File: src/design/pcc_pkg.sv
// Package for the calendar clock register block.
// Assumes a single 40 MHz clock and a plain strobe register port.
package pcc_pkg;
    // Register indexes on the plain port
    localparam logic [3:0] PCC_LIVE_YLO_MON = 4'h0;
    localparam logic [3:0] PCC_LIVE_DAY_HR = 4'h1;
    localparam logic [3:0] PCC_LIVE_MIN_SEC = 4'h2;
    localparam logic [3:0] PCC_LIVE_YHI_WDAY = 4'h3;
    localparam logic [3:0] PCC_PRE_YLO_MON = 4'h4;
    localparam logic [3:0] PCC_PRE_DAY_HR = 4'h5;
    localparam logic [3:0] PCC_PRE_MIN_SEC = 4'h6;
    localparam logic [3:0] PCC_PRE_YHI_WDAY = 4'h7;
    localparam logic [3:0] PCC_CTRL = 4'h8;
    localparam logic [3:0] PCC_STATUS = 4'h9;
    localparam logic [3:0] PCC_IRQ_STAT = 4'ha;
    localparam logic [3:0] PCC_IRQ_CLR = 4'hb;
    localparam logic [3:0] PCC_IRQ_EN = 4'hc;
    // Control and status bit positions
    localparam int PCC_CTRL_LOAD_BIT = 0;
    localparam int PCC_STAT_VALID_BIT = 0;
    localparam int PCC_STAT_ERR_BIT = 1;
    // Interrupt event bits
    localparam int PCC_EV_SECOND = 0;
    localparam int PCC_EV_LOADED = 1;
    localparam int PCC_EV_ERROR = 2;
    localparam int PCC_EV_W = 3;
    // Reset values
    localparam logic [15:0] PCC_WORD_RST = 16'h0000;
    localparam logic [7:0] PCC_FIELD_RST = 8'h00;
    localparam logic [2:0] PCC_IRQ_RST = 3'h0;
    // Time base: one second at the 25 ns clock period
    localparam longint PCC_CLK_PERIOD_PS = 25000;
    localparam longint PCC_SECOND_PS = 64'he8d4a51000;
    localparam int PCC_SECOND_CYCLES = int'(PCC_SECOND_PS / PCC_CLK_PERIOD_PS);
    // Calendar field indexes and limits (BCD)
    localparam int PCC_F_SEC = 0;
    localparam int PCC_F_MIN = 1;
    localparam int PCC_F_HOUR = 2;
    localparam int PCC_F_DAY = 3;
    localparam int PCC_F_MON = 4;
    localparam int PCC_F_YLO = 5;
    localparam int PCC_F_YHI = 6;
    localparam int PCC_NF = 7;
    localparam logic [7:0] PCC_WDAY_MAX = 8'h06;
endpackage
File: src/design/pcc_bcd_step.sv
// One two-digit BCD calendar field: increment with wrap from a top to a floor.
// Assumes the value is already valid BCD; purely combinational.
`timescale 1ns/1ps
module pcc_bcd_step (
    // Field in
    input wire logic [7:0] i_val,
    input wire logic [7:0] i_lo,
    input wire logic [7:0] i_hi,
    input wire logic i_inc,
    // Field out
    output logic [7:0] o_val,
    output logic o_wrap
);
    wire at_top = (i_val >= i_hi);
    wire low_nine = (i_val[3:0] == 4'h9);
    wire [7:0] bumped = low_nine ? {i_val[7:4] + 4'h1, 4'h0} : {i_val[7:4], i_val[3:0] + 4'h1};

    // Wrap reports only when an increment is really applied
    assign o_wrap = i_inc & at_top;
    assign o_val = !i_inc ? i_val : (at_top ? i_lo : bumped);
endmodule

File: src/design/pcc_calendar_clock.sv
// Calendar clock register block: live BCD time words, preset words, load control.
// Assumes a controller scan pulse on i_scan and a host power pin on i_host_off.
// What this block does
// - Live time as four packed BCD words
// - Four preset words with identical BCD layout
// - Load bit copies presets into live time
// - Copy repeats each scan while bit on
// - Weekday counts 0 Sunday to 6 Saturday
// - Valid written time clears stop or error
// - Clock holds no valid time after reset
// - Keeps counting while the host is unpowered
`timescale 1ns/1ps
module pcc_calendar_clock #(
    parameter int SECOND_CYCLES = pcc_pkg::PCC_SECOND_CYCLES
) (
    // Clock and reset
    input wire logic i_clk,
    input wire logic i_reset_n,
    // Controller scan and host power pin
    input wire logic i_scan,
    input wire logic i_host_off,
    // Register port
    input wire logic [3:0] i_addr,
    input wire logic [15:0] i_wr_data,
    input wire logic i_wr,
    input wire logic i_rd,
    output logic [15:0] o_rd_data,
    // Interrupt
    output logic o_irq
);
    import pcc_pkg::*;

    // BCD digit pair check against a range
    function automatic logic bcd_ok(input logic [7:0] v, input logic [7:0] lo, input logic [7:0] hi);
        bcd_ok = (v[7:4] <= 4'h9) && (v[3:0] <= 4'h9) && (v >= lo) && (v <= hi);
    endfunction

    // Leap year from BCD century and year digits
    function automatic logic leap(input logic [7:0] yhi, input logic [7:0] ylo);
        logic [3:0] rem_lo;
        logic [3:0] rem_hi;
        rem_lo = 4'((ylo[7:4] << 1) + ylo[3:0]) & 4'h3;
        rem_hi = 4'((yhi[7:4] << 1) + yhi[3:0]) & 4'h3;
        leap = (rem_lo == 4'h0) && ((ylo != 8'h00) || (rem_hi == 4'h0));
    endfunction

    // Last day of a BCD month
    function automatic logic [7:0] month_end(input logic [7:0] mon, input logic lp);
        case (mon)
            8'h02: month_end = lp ? 8'h29 : 8'h28;
            8'h04, 8'h06, 8'h09, 8'h11: month_end = 8'h30;
            default: month_end = 8'h31;
        endcase
    endfunction

    // Host power pin crossing; first stage feeds only the second
    // A pin edge in mid-access costs at most that one access, never half of one
    logic host_meta_r;
    logic host_off_r;
    always_ff @(posedge i_clk) begin
        if (!i_reset_n) begin
            host_meta_r <= 1'b0;
            host_off_r <= 1'b0;
        end else begin
            host_meta_r <= i_host_off;
            host_off_r <= host_meta_r;
        end
    end

    // State
    logic [7:0] field_r [PCC_NF];
    logic [7:0] wday_r;
    logic [15:0] preset_r [4];
    logic load_r;
    logic valid_r;
    logic err_r;
    // Second counter width covers the full-rate count at 40 MHz
    logic [25:0] tick_cnt_r;
    logic [PCC_EV_W-1:0] irq_stat_r;
    logic [PCC_EV_W-1:0] irq_en_r;
    logic [15:0] rd_data_r;
    logic irq_r;

    // Bus decode; the bus is dead while the host is unpowered
    wire bus_live = !host_off_r;
    wire wr_en = i_wr && bus_live;
    wire rd_en = i_rd && bus_live;
    wire wr_ctrl = wr_en && (i_addr == PCC_CTRL);
    wire wr_clr = wr_en && (i_addr == PCC_IRQ_CLR);
    wire wr_en_reg = wr_en && (i_addr == PCC_IRQ_EN);

    // Live words as seen by software, first-named field in the upper byte
    wire [15:0] live_w [4];
    assign live_w[0] = {field_r[PCC_F_YLO], field_r[PCC_F_MON]};
    assign live_w[1] = {field_r[PCC_F_DAY], field_r[PCC_F_HOUR]};
    assign live_w[2] = {field_r[PCC_F_MIN], field_r[PCC_F_SEC]};
    assign live_w[3] = {field_r[PCC_F_YHI], wday_r};

    // Preset fields unpacked in the same layout
    wire [7:0] pre_f [PCC_NF];
    assign pre_f[PCC_F_SEC] = preset_r[2][7:0];
    assign pre_f[PCC_F_MIN] = preset_r[2][15:8];
    assign pre_f[PCC_F_HOUR] = preset_r[1][7:0];
    assign pre_f[PCC_F_DAY] = preset_r[1][15:8];
    assign pre_f[PCC_F_MON] = preset_r[0][7:0];
    assign pre_f[PCC_F_YLO] = preset_r[0][15:8];
    assign pre_f[PCC_F_YHI] = preset_r[3][15:8];
    wire [7:0] pre_wday = preset_r[3][7:0];

    // Preset check: a load of a bad date still copies but leaves the error standing
    wire pre_leap = leap(pre_f[PCC_F_YHI], pre_f[PCC_F_YLO]);
    wire preset_ok = bcd_ok(pre_f[PCC_F_SEC], 8'h00, 8'h59) && bcd_ok(pre_f[PCC_F_MIN], 8'h00, 8'h59)
        && bcd_ok(pre_f[PCC_F_HOUR], 8'h00, 8'h23) && bcd_ok(pre_f[PCC_F_MON], 8'h01, 8'h12)
        && bcd_ok(pre_f[PCC_F_DAY], 8'h01, month_end(pre_f[PCC_F_MON], pre_leap))
        && bcd_ok(pre_f[PCC_F_YLO], 8'h00, 8'h99) && bcd_ok(pre_f[PCC_F_YHI], 8'h00, 8'h99)
        && bcd_ok(pre_wday, 8'h00, PCC_WDAY_MAX);

    // Load happens on each scan while the control bit stays on
    wire load_now = load_r && i_scan;

    // One-second time base; runs from the clock's own supply
    // A load restarts the count, so the first tick after a load is a full second later
    wire tick = (tick_cnt_r == 26'(SECOND_CYCLES - 1));
    wire step = tick && valid_r && !load_now;

    // Per-field limits; the day limit follows the running month and year
    wire cur_leap = leap(field_r[PCC_F_YHI], field_r[PCC_F_YLO]);
    wire [7:0] lo_f [PCC_NF];
    wire [7:0] hi_f [PCC_NF];
    assign lo_f[PCC_F_SEC] = 8'h00;
    assign hi_f[PCC_F_SEC] = 8'h59;
    assign lo_f[PCC_F_MIN] = 8'h00;
    assign hi_f[PCC_F_MIN] = 8'h59;
    assign lo_f[PCC_F_HOUR] = 8'h00;
    assign hi_f[PCC_F_HOUR] = 8'h23;
    assign lo_f[PCC_F_DAY] = 8'h01;
    assign hi_f[PCC_F_DAY] = month_end(field_r[PCC_F_MON], cur_leap);
    assign lo_f[PCC_F_MON] = 8'h01;
    assign hi_f[PCC_F_MON] = 8'h12;
    assign lo_f[PCC_F_YLO] = 8'h00;
    assign hi_f[PCC_F_YLO] = 8'h99;
    assign lo_f[PCC_F_YHI] = 8'h00;
    assign hi_f[PCC_F_YHI] = 8'h99;

    // Carry chain through the calendar fields
    // A field wraps only when really incremented, so the carry ripples in one cycle
    wire [PCC_NF:0] carry;
    wire [7:0] next_f [PCC_NF];
    assign carry[0] = step;
    genvar g;
    generate
        for (g = 0; g < PCC_NF; g++) begin : g_field
            pcc_bcd_step u_step (
                .i_val(field_r[g]),
                .i_lo(lo_f[g]),
                .i_hi(hi_f[g]),
                .i_inc(carry[g]),
                .o_val(next_f[g]),
                .o_wrap(carry[g+1])
            );
        end
    endgenerate

    // Weekday follows the day carry, 6 back to 0
    wire wday_inc = carry[PCC_F_DAY];
    wire [7:0] wday_nxt = !wday_inc ? wday_r : ((wday_r >= PCC_WDAY_MAX) ? 8'h00 : wday_r + 8'h01);

    // Live state error: a running weekday out of range means a stopped clock
    // Defensive only: a good load cannot leave the weekday out of range
    wire live_bad = valid_r && !bcd_ok(wday_r, 8'h00, PCC_WDAY_MAX);

    // Events feeding the sticky status; set beats a same-cycle clear
    wire [PCC_EV_W-1:0] events;
    assign events[PCC_EV_SECOND] = step;
    assign events[PCC_EV_LOADED] = load_now;
    assign events[PCC_EV_ERROR] = (load_now && !preset_ok) || live_bad;
    wire [PCC_EV_W-1:0] clr_mask = wr_clr ? i_wr_data[PCC_EV_W-1:0] : PCC_IRQ_RST;
    wire [PCC_EV_W-1:0] irq_stat_nxt = (irq_stat_r & ~clr_mask) | events;

    // Read mux; unmapped and write-only offsets read as zero
    // Data come from registers only, so a read never sees a carry in flight
    wire [15:0] status_w = {14'h0000, err_r, valid_r};
    wire [15:0] rd_nxt = !rd_en ? PCC_WORD_RST :
        (i_addr <= PCC_LIVE_YHI_WDAY) ? live_w[i_addr[1:0]] :
        (i_addr <= PCC_PRE_YHI_WDAY) ? preset_r[i_addr[1:0]] :
        (i_addr == PCC_CTRL) ? {15'h0000, load_r} :
        (i_addr == PCC_STATUS) ? status_w :
        (i_addr == PCC_IRQ_STAT) ? {13'h0000, irq_stat_r} :
        (i_addr == PCC_IRQ_EN) ? {13'h0000, irq_en_r} : PCC_WORD_RST;

    // Time base counter; held at zero while a load is reloading the time
    always_ff @(posedge i_clk) begin
        if (!i_reset_n || tick || load_now) begin
            tick_cnt_r <= 26'h0000000;
        end else begin
            tick_cnt_r <= tick_cnt_r + 26'h0000001;
        end
    end

    // Live time: cleared on reset as unset, replaced by presets on load
    always_ff @(posedge i_clk) begin
        if (!i_reset_n) begin
            for (int i = 0; i < PCC_NF; i++) begin
                field_r[i] <= PCC_FIELD_RST;
            end
            wday_r <= PCC_FIELD_RST;
        end else if (load_now) begin
            for (int i = 0; i < PCC_NF; i++) begin
                field_r[i] <= pre_f[i];
            end
            wday_r <= pre_wday;
        end else begin
            for (int i = 0; i < PCC_NF; i++) begin
                field_r[i] <= next_f[i];
            end
            wday_r <= wday_nxt;
        end
    end

    // Valid and error flags; the clock counts only after a good time is written
    always_ff @(posedge i_clk) begin
        if (!i_reset_n) begin
            valid_r <= 1'b0;
            err_r <= 1'b0;
        end else if (load_now) begin
            valid_r <= preset_ok;
            err_r <= !preset_ok;
        end else if (live_bad) begin
            valid_r <= 1'b0;
            err_r <= 1'b1;
        end
    end

    // Preset words and the load control bit; software must clear the bit itself
    always_ff @(posedge i_clk) begin
        if (!i_reset_n) begin
            for (int i = 0; i < 4; i++) begin
                preset_r[i] <= PCC_WORD_RST;
            end
            load_r <= 1'b0;
        end else begin
            if (wr_en && i_addr >= PCC_PRE_YLO_MON && i_addr <= PCC_PRE_YHI_WDAY) begin
                preset_r[i_addr[1:0]] <= i_wr_data;
            end
            if (wr_ctrl) begin
                load_r <= i_wr_data[PCC_CTRL_LOAD_BIT];
            end
        end
    end

    // Interrupt status, enable, output and read data
    always_ff @(posedge i_clk) begin
        if (!i_reset_n) begin
            irq_stat_r <= PCC_IRQ_RST;
            irq_en_r <= PCC_IRQ_RST;
            irq_r <= 1'b0;
            rd_data_r <= PCC_WORD_RST;
        end else begin
            irq_stat_r <= irq_stat_nxt;
            if (wr_en_reg) begin
                irq_en_r <= i_wr_data[PCC_EV_W-1:0];
            end
            irq_r <= |(irq_stat_nxt & (wr_en_reg ? i_wr_data[PCC_EV_W-1:0] : irq_en_r));
            rd_data_r <= rd_nxt;
        end
    end

    assign o_rd_data = rd_data_r;
    assign o_irq = irq_r;
endmodule

File: config.mk
export PLATFORM = sky130hd
export DESIGN_NAME = pcc_calendar_clock
export DESIGN_NICKNAME = d
export VERILOG_FILES = /design/src/design/pcc_pkg.sv /design/src/design/pcc_bcd_step.sv /design/src/design/pcc_calendar_clock.sv
export SDC_FILE = /design/constraint.sdc
export NUM_CORES = 1
export LEC_CHECK = 0
export BUFFER_PORTS_ARGS = -buffer_cell sky130_fd_sc_hd__buf_2
export CAP_MARGIN = 20
export CORE_AREA = 2 2 118 165
export CTS_BUF_LIST = sky130_fd_sc_hd__clkbuf_8
export CTS_CLUSTER_DIAMETER = 100
export DETAILED_ROUTE_END_ITERATION = 7
export DIE_AREA = 0 0 120 167
export GPL_ROUTABILITY_DRIVEN = 0
export GPL_TIMING_DRIVEN = 0
export PLACE_DENSITY = 0.72
export SLEW_MARGIN = 30
export SYNTH_ARGS = -nofsm -noshare
export SYNTH_HDL_FRONTEND = slang
export SYNTH_SLANG_ARGS = --single-unit
export TNS_END_PERCENT = 20
File: constraint.sdc
create_clock -name i_clk -period 3.2 [get_ports i_clk]
set_input_delay 0.64 -clock i_clk [delete_from_list [all_inputs] [get_ports i_clk]]
set_output_delay 0.64 -clock i_clk [all_outputs]
set_load 0.05 [all_outputs]
==> flow_metrics.py, run 1 <==
metrics = {
    "cells_and_area": {
        "fin_util": 0.590,
        "design_area_sq_um": 10900,
        "layout.nets": 1073,
        "area_growth_pct": 12.9,
        "drive_gt1_frac": 0.167,
    },
    "yosys": {
        "yosys.area.top_type_share": 0.372,
        "yosys_warnings": 0,
        "ys.flop_type": "edfxtp_1",
        "synth_most_common_cell": "nand2_1",
        "synth-seq-cells": 182,
        "synth_area_leaders": "edfxtp_1 37%, dfxtp_1 13%, mux4_2 7.4%",
        "synth_nets": 993,
        "ys_seq_area_frac": 0.500,
        "synthesis.area_sq_um": 9680,
        "syn_inst": 938,
        "synth_edf_count": 120,
        "async_flop_share": 0,
        "syn_avg_cell_area_sq_um": 10.3,
        "yosys-top-cells-count": "123 x nand2_1, 120 x edfxtp_1, 100 x nor2_1, 70 x o21ai_0, 62 x dfxtp_1",
        "ys_types": 69,
        "yosys.area.top_type": "edfxtp_1",
    },
    "cts": {
        "cts_inserted_buffers": 17,
        "cts-root-buf": "clkbuf_8",
        "cts_max_level": 4,
        "clkSlewWorstSetupHoldPaths_ns": 0.11,
        "clkSinkCount": 182,
        "cts_tree": "yes",
        "cts.path.max_buffers": 2,
        "clk_latency_ns": 0.47,
        "ctsHoldBuffers": 0,
    },
    "die": {
        "io_pins": 43,
        "die_x_um": 120,
        "core_sq_um": 18500,
        "rows": 59,
        "start_util": 0.523,
        "die_y_um": 167,
        "die_area_sq_um": 20000,
    },
    "route": {
        "vias": 7774,
        "drt_wl_total_um": 25900,
        "drc": 0,
        "wl_per_cell_um": 20.3,
        "antenna_left": 0,
        "routed_via_density": 6.09,
        "drtPass1Iterations": 6,
        "drtIter0Drc": 909,
    },
    "timing": {
        "relSlewSlack": 0.424,
        "tns_ns": 0,
        "fmax_mhz": 321,
        "hold_viol": 0,
        "slew_viol_final": 0,
        "period_needed_ns": 3.11,
        "rsz0062_at_grt": "yes",
        "fin_skew_ns": 0.0164,
        "worst_pin_slew_ns": 0.863,
        "finalSetupViolations": 0,
        "fin_crit_sh": 0.972,
    },
    "setup_path": {
        "cp-end-kind": "flip-flop",
        "slowest_delay_ns": 0.52,
        "path_delay_family": "simple AND/OR/NAND/NOR gates",
        "cpMostUsedCell": "o211a_1",
        "critPathMaxFanout": 5,
        "criticalPathCategory": "flip-flop to flip-flop",
        "worstPathArrival_ns": 3.35,
        "critPathSlowestCell": "or4b_4",
        "crit_chain": "nor4_1, o211a_1, nor3_2, a21oi_2, o311ai_1, ha_1, or4b_4, a211oi_2, o211a_1, buf_6, nand2_2, and2_4",
        "required_ns": 3.44,
        "cp_num_buf_inv": 1,
        "critPathLaunchType": "flip-flop",
        "cp-startpoint": "field_r[5][6]",
        "rr_startpoint": "field_r[5][6]",
    },
    "pwr": {
        "vdd_drop_max_uv": 272,
        "powerDensity_nw_per_um2": 448,
        "total_power_mw": 4.90,
        "p_leak_nw": 4.14,
    },
    "worst_hold_path": {
        "hold_class": "input pin to flip-flop",
        "hold_path_startpoint": "i_host_off",
    },
    "global_route": {
        "grt_pass1_wl_um": 40400,
        "grt-ovfl-total": 0,
        "use_met1": 0.334,
        "grt-busiest-layer": "met2",
        "antenna_found_initial": 0,
        "grt_util_met2": 0.433,
        "grt_util_all_layers": 0.263,
        "grt_max_degree": 19,
        "met3_usage": 0.0452,
        "grt_pass1_vias": 7489,
    },
    "place": {
        "hpwl_um": 19700,
        "place_area_sq_um": 10300,
        "io_buffers": 40,
    },
    "run_status": {
        "status": "finished clean",
    },
    "job": {
        "maxCapViolCount": 0,
    },
}
## routing by layer
| layer | vias to the layer above | wire [um] |
|---|---|---|
| met4 | 0 | 1130 |
| met2 | 390 | 12800 |
| met5 | - | 0 |
| met3 | 86 | 1920 |
| met1 | 3723 | 10100 |
| li1 | 3575 | - |
## final timing paths
check,endpoint,slack (ns),cells past startpoint
setup / recovery,field_r[3][5],0.09,12
hold / removal,host_meta_r,0.37,2
setup reg to reg,field_r[3][5],0.09,12
hold reg to reg,host_off_r,0.45,1
## placed cells by master, fill, tap and decap left out, types with 6 or more instances in the layout
cell / instances
edfxtp_1: 120
and2_1: 8
xnor2_1: 19
a21oi_1: 31
inv_6: 6
and3_1: 18
o31ai_1: 7
nand4_1: 18
clkbuf_8: 17
nor3_1: 11
dfxtp_1: 62
o21ai_0: 63
mux2i_1: 6
o211ai_1: 10
mux4_2: 32
buf_4: 18
ha_1: 29
clkbuf_1: 32
nand3_1: 30
nand2_1: 122
nor2_1: 99
nor4_1: 7
a22o_1: 10
a22oi_1: 9
xor2_1: 26
buf_2: 46
buf_6: 7
inv_1: 51
## final cells by class
cell class,instances,area (sq um)
fill,1567,7600
sequential,182,4840
multi-input combinational,657,4540
timing repair buffer,64,412
tap,244,305
clock buffer,17,234
clock inverter,15,208
inverter,52,195
buffer,44,189
antenna,1,2.50
## kinds of logic (layout without fill, tap and decap cells)
logic type                 Yosys count  count (layout)  synth area share
AOI/OAI and AO/OA                  173             173             0.113
xor gates and xnor gates            45              45            0.0407
adders and majority gates           29              29            0.0375
buffers and inverters               99             192            0.0403
DFF                                182             182             0.500
muxes                               39              39            0.0818
other                                0               1                 0
and+or+nand+nor                    371             371             0.187
## timing repair
action	4_1_cts	5_1_grt
gates cloned	0	0
resized for setup	17	7
setup buffers	5	15
setup endpoints to repair	35	34
pin swaps	6	7
## flip-flops by register name, indices dropped and copies added (netlist names), 3 cells and up
register,count
wday_r,8
field_r,56
preset_r,64
irq_en_r,3
tick_cnt_r,26
o_rd_data,16
irq_stat_r,3
## power by group
part	switching [mW]	internal, mW	total [mW]	leakage (nW)
clock network	0.910	0.808	1.72	0.223
registers	0.0946	2.59	2.68	1.75
logic	0.294	0.205	0.499	2.17
total	1.30	3.60	4.90	4.14
## metrics by stage
stage	worst slack, ns	hold WS (ns)	instances
finish	0.0884	0.374	1276
global placement	-0.970	0.415	1222
global route	-0.0564	0.354	1275
floorplan	0.0140	0.412	938
detailed placement	-0.495	0.422	1226
CTS	0.00486	0.359	1263
Power figures use the tool's default switching activity.
==> run 2: changes to the inputs <==
- CELL_PAD_IN_SITES_DETAIL_PLACEMENT: not set -> 1
- CELL_PAD_IN_SITES_GLOBAL_PLACEMENT: not set -> 2
- CORE_AREA: 2 2 118 165 -> 2 2 138 194
- DIE_AREA: 0 0 120 167 -> 0 0 140 196
- PLACE_DENSITY: 0.72 -> not set
- PLACE_DENSITY_LB_ADDON: not set -> 0.1
==> run 2 against run 1 <==
The run now ends with setup timing left. Core utilization fell by 16 points. Die area up 37%. Clock-buffer cell count stayed put. Largest cell class unchanged. Critical path type is now input pin to flip-flop. Power is 2.8% lower. Largest power group unchanged. Non-clock buffer count increased by 7.
==> flow_metrics.py, run 2 (synthesis gave the netlist of run 1 again) <==
metrics = {
    "die": {
        "start_util": 0.375,
        "rows": 70,
        "core_sq_um": 25800,
        "die_x_um": 140,
        "io_pins": 43,
        "die_y_um": 196,
        "die_area_sq_um": 27400,
    },
    "timing": {
        "relSlewSlack": 0.414,
        "fin_crit_sh": 1.01,
        "fmax_mhz": 309,
        "worst_pin_slew_ns": 0.879,
        "rsz0062_at_grt": "yes",
        "fin_skew_ns": 0.0232,
        "finalSetupViolations": 5,
        "tns_ns": -0.138,
        "period_needed_ns": 3.24,
        "slew_viol_final": 0,
        "fin_ws_ns": -0.0354,
        "hold_viol": 0,
        "hold_slack_ns": 0.358,
    },
    "cells_and_area": {
        "fin_util": 0.429,
        "final_common_cell": "nand2_1",
        "nFillCells": 2924,
        "reg_top3": "preset_r x64, field_r x56, tick_cnt_r x26",
        "largest_reg_flops": 64,
        "area_growth_pct": 14.5,
        "num_antenna_cells": 0,
        "drive_gt1_frac": 0.174,
        "layout.nets": 1080,
        "final_cell_mix": "122 x nand2_1, 120 x edfxtp_1, 99 x nor2_1",
        "largest-register": "preset_r",
        "instances_no_fill": 1362,
    },
    "worst_hold_path": {
        "hold_class": "input pin to flip-flop",
        "hold_path_startpoint": "i_host_off",
        "whs_endpoint": "host_meta_r",
        "whs_path_depth": 2,
    },
    "global_route": {
        "grt_pass1_vias": 8161,
        "grt-busiest-layer": "met2",
        "grt_util_met2": 0.468,
        "met3_usage": 0.0320,
        "grt_max_degree": 18,
        "grt_util_all_layers": 0.247,
        "antenna_found_initial": 0,
        "grt_pass1_wl_um": 49900,
        "use_met1": 0.272,
        "grt-ovfl-total": 0,
    },
    "cts": {
        "clkSlewWorstSetupHoldPaths_ns": 0.10,
        "cts.path.max_buffers": 2,
        "cts-root-buf": "clkbuf_8",
        "cts_max_level": 4,
        "ctsHoldBuffers": 0,
        "cts_inserted_buffers": 17,
        "cts_tree": "yes",
        "clk_latency_ns": 0.48,
        "clkSinkCount": 182,
    },
    "setup_path": {
        "critPathLaunchType": "input pin",
        "ff2ff_path_depth": 13,
        "crit_chain": "buf_2, clkinv_1, nor2_4, clkdlybuf4s15_1, nand4_1, and3_1",
        "worstReg2RegEnd": "field_r[3][1]",
        "path_delay_family": "simple AND/OR/NAND/NOR gates",
        "required_ns": 3.42,
        "critPathMaxFanout": 10,
        "cp_num_buf_inv": 3,
        "ff2ff_setup_slack_ns": -0.02,
        "cp-end-kind": "flip-flop",
        "critPathSlowestCell": "clkdlybuf4s15_1",
        "rr_startpoint": "field_r[5][7]",
        "criticalPathCategory": "input pin to flip-flop",
        "slowest_delay_ns": 0.85,
        "worstPathArrival_ns": 3.45,
    },
    "route": {
        "drc": 0,
        "antenna_left": 0,
        "wl_per_cell_um": 24.4,
        "drtPass1Iterations": 7,
        "vias": 7671,
        "drt_wl_total_um": 33300,
        "routed_via_density": 5.63,
        "drtIter0Drc": 443,
    },
    "place": {
        "dpl.cell_count": 1306,
        "hpwl_um": 25700,
        "io_buffers": 40,
    },
    "job": {
        "maxCapViolCount": 0,
    },
    "pwr": {
        "p_leak_nw": 4.19,
        "power_switching_mw": 1.34,
        "p_seq_frac": 0.565,
        "comb_power_share": 0.113,
        "swShare": 0.281,
        "powerDensity_nw_per_um2": 430,
        "vdd_drop_max_uv": 258,
        "clkPwrFrac": 0.322,
        "internal_power_mw": 3.43,
    },
    "run_status": {
        "status": "finished with violations",
        "violations": "setup timing",
    },
}
## run 2: cell type report
cell class | instances | area, sq um | share of cell area
flip-flops and latches | 182 | 4840 | 0.437
multi-input cells | 657 | 4610 | 0.416
repair buffers | 71 | 472 | 0.0426
well taps | 324 | 405 | 0.0366
clock buffers | 17 | 234 | 0.0211
inverters | 52 | 195 | 0.0176
plain buffers | 44 | 194 | 0.0175
clock inverters | 15 | 128 | 0.0115
## run 2: power by group through the flow
stage	Sequential [mW]	Clock (mW)	Combinational (mW)
finish	2.69	1.53	0.538
global route	2.70	1.66	0.586
CTS	2.69	1.57	0.512
detailed placement	2.75	0	0.488
global placement	2.75	0	0.471
floorplan	2.71	0	0.310
## run 2: worst register-to-register path: cells and delay by family (launching register included)
family / cells / cell delay (ns)
fa+ha+maj: 1 / 0.29
flops: 1 / 0.48
simple gates: 4 / 0.92
compound gates: 6 / 1.09
buf+inv: 2 / 0.26
## run 2: layer usage
layer | wire length, um | up-vias
met3 | 935 | 72
met1 | 12800 | 3855
met2 | 18100 | 161
met4 | 1520 | 0
li1 | - | 3583
met5 | 0 | -
## run 2: worst max path at each step
stage               cells after the start          start  slack, ns              end
floorplan                              13  field_r[6][1]       0.01    field_r[3][4]
global placement                        5      i_addr[1]      -1.41  preset_r[3][12]
detailed placement                     12  field_r[6][0]      -0.55    field_r[3][7]
CTS                                    14  field_r[6][1]      -0.13    field_r[3][1]
global route                           13  field_r[5][7]      -0.13    field_r[3][1]
finish                                  6      i_reset_n      -0.04    field_r[2][7]
## run 2: through the flow
stage	setup WS (ns)	instance area, sq um	total power [mW]
6_report	-0.0354	11100	4.76
5_1_grt	-0.132	11100	4.95
4_1_cts	-0.132	10900	4.77
3_5_place_dp	-0.545	10400	3.23
3_3_place_gp	-1.41	10300	3.22
2_1_floorplan	0.0140	9680	3.02
## run 2: timing repair
action	4_1_cts	5_1_grt
setup endpoints to repair	36	46
pin swaps	8	11
resized for setup	20	17
buffers inserted	7	20
==> run 3: changes to the inputs <==
- CAP_MARGIN: 20 -> not set
- GPL_TIMING_DRIVEN: 0 -> not set
==> run 3 against run 2 <==
The run ends with DRC left. Register-to-register slack gained 0.16 ns. Clock-buffer cell count grew 1. Sequential power is essentially flat. Critical path depth grew 6. Cell area grew 0.10%. Flip-flop and latch count is the same. Non-clock buffer count shrank 9. First-iteration DRC count grew 21%. Die area is the same. Clock skew is essentially flat. Critical path type is now flip-flop to flip-flop.
==> flow_metrics.py, run 3 (synthesis gave the netlist of run 1 again) <==
metrics = {
    "worst_hold_path": {
        "whs_path_depth": 2,
        "hold_class": "input pin to flip-flop",
    },
    "setup_path": {
        "required_ns": 3.56,
        "cp.depth": 12,
        "cp-end-kind": "flip-flop",
        "ff2ff_path_depth": 12,
        "cp_num_buf_inv": 1,
        "worstPathArrival_ns": 3.42,
        "critPathLaunchType": "flip-flop",
        "slowest_delay_ns": 0.48,
        "path_delay_family": "compound AO/OA/AOI/OAI gates",
        "criticalPathCategory": "flip-flop to flip-flop",
        "crit_chain": "xor2_1, o211a_1, nor3_2, a21oi_2, o311ai_1, ha_1, or4b_4, a211oi_2, o211a_1, buf_6, and2_4, a22o_1",
        "critPathSlowestCell": "or4b_4",
        "critPathMaxFanout": 6,
        "cpMostUsedCell": "o211a_1",
    },
    "run_status": {
        "violations": "DRC",
        "status": "finished with violations",
    },
    "pwr": {
        "vdd_drop_max_uv": 279,
        "p_leak_nw": 4.26,
        "powerDensity_nw_per_um2": 440,
        "total_power_mw": 4.88,
    },
    "die": {
        "die_y_um": 196,
        "die_area_sq_um": 27400,
        "start_util": 0.375,
        "core_sq_um": 25800,
        "die_x_um": 140,
        "io_pins": 43,
        "rows": 70,
    },
    "route": {
        "vias": 7599,
        "wl_met2_um": 18400,
        "routed_via_density": 5.62,
        "drc": 1,
        "routed.top_layer": "met4",
        "wl_per_cell_um": 24.0,
        "met1_length_um": 12400,
        "drtIter0Drc": 535,
        "drt_wl_total_um": 32500,
        "drtPass1Iterations": 7,
        "wl_met3_um": 776,
        "antenna_left": 0,
    },
    "timing": {
        "tns_ns": 0,
        "fin_skew_ns": 0.0235,
        "period_needed_ns": 3.06,
        "finalSetupViolations": 0,
        "fmax_mhz": 326,
        "hold_viol": 0,
        "fin_crit_sh": 0.957,
        "slew_viol_final": 0,
        "worst_pin_slew_ns": 0.850,
        "rsz0062_at_grt": "no",
        "relSlewSlack": 0.428,
    },
    "place": {
        "io_buffers": 42,
        "place_area_sq_um": 10600,
        "hpwl_um": 25200,
    },
    "cells_and_area": {
        "area_growth_pct": 14.6,
        "layout.nets": 1071,
        "final_common_cell": "nand2_1",
        "num_antenna_cells": 0,
        "largest_reg_flops": 64,
        "largest-register": "preset_r",
        "design_area_sq_um": 11100,
        "fin_util": 0.429,
        "drive_gt1_frac": 0.190,
        "final_cell_mix": "123 x nand2_1, 120 x edfxtp_1, 99 x nor2_1",
        "reg_top3": "preset_r x64, field_r x56, tick_cnt_r x26",
    },
    "global_route": {
        "grt_pass1_wl_um": 49600,
        "grt_util_all_layers": 0.244,
        "grt_pass1_vias": 8099,
        "antenna_found_initial": 0,
        "grt_max_degree": 41,
        "grt-ovfl-total": 0,
    },
    "cts": {
        "cts_inserted_buffers": 17,
        "clk_latency_ns": 0.49,
        "ctsHoldBuffers": 0,
        "cts_max_level": 4,
        "cts-root-buf": "clkbuf_8",
        "clkSinkCount": 182,
        "cts_tree": "yes",
        "cts.path.max_buffers": 2,
        "clkSlewWorstSetupHoldPaths_ns": 0.11,
    },
    "job": {
        "maxCapViolCount": 0,
    },
}
[run 3: report_power, final]
group | total, mW | switching (mW) | leakage [nW] | internal, mW
sequential | 2.68 | 0.0950 | 1.75 | 2.59
clock | 1.67 | 0.905 | 0.222 | 0.765
combinational | 0.533 | 0.318 | 2.29 | 0.215
[run 3: what timing repair did]
item	4_1_cts	5_1_grt
pin swaps	1	5
setup endpoints to repair	33	36
buffers inserted	0	0
gates resized for setup	3	13
gates cloned	0	0
[run 3: final timing paths]
kind	from	endpoint	slack, ns
worst max-delay path	field_r[6][1]	field_r[3][6]	0.14
worst min-delay path	i_host_off	host_meta_r	0.35
worst max register to register	field_r[6][1]	field_r[3][6]	0.14
worst min register to register	host_meta_r	host_off_r	0.45
[run 3: per-stage QoR]
step                instances  setup WS [ns]  hold WS, ns
global placement         1321         0.0185        0.429
floorplan                 938         0.0140        0.412
finish                   1353          0.137        0.346
CTS                      1353        0.00115        0.324
global route             1353         0.0195        0.334
detailed placement       1321        -0.0708        0.424
[run 3: metal layers]
metal / global-route usage / up-vias
met3: 0.0295 / 41
met5: 0 / -
met4: 0.0860 / 0
met2: 0.481 / 133
li1: - / 3559
met1: 0.264 / 3866
[run 3: worst register-to-register path: cells and delay by family, from the launching register on]
family	cells	cell delay [ns]
compound gates	6	1.12
fa+ha+maj	1	0.28
buf+inv	1	0.15
simple gates	3	0.79
xor+xnor	1	0.18
flops	1	0.41
[run 3: layout make-up]
type,count,area [sq um]
Fill cell,2895,14700
Sequential cell,182,4840
Multi-Input combinational cell,657,4510
Timing Repair Buffer,106,736
Tap cell,324,405
Clock buffer,18,248
Inverter,52,195
Clock inverter,14,160
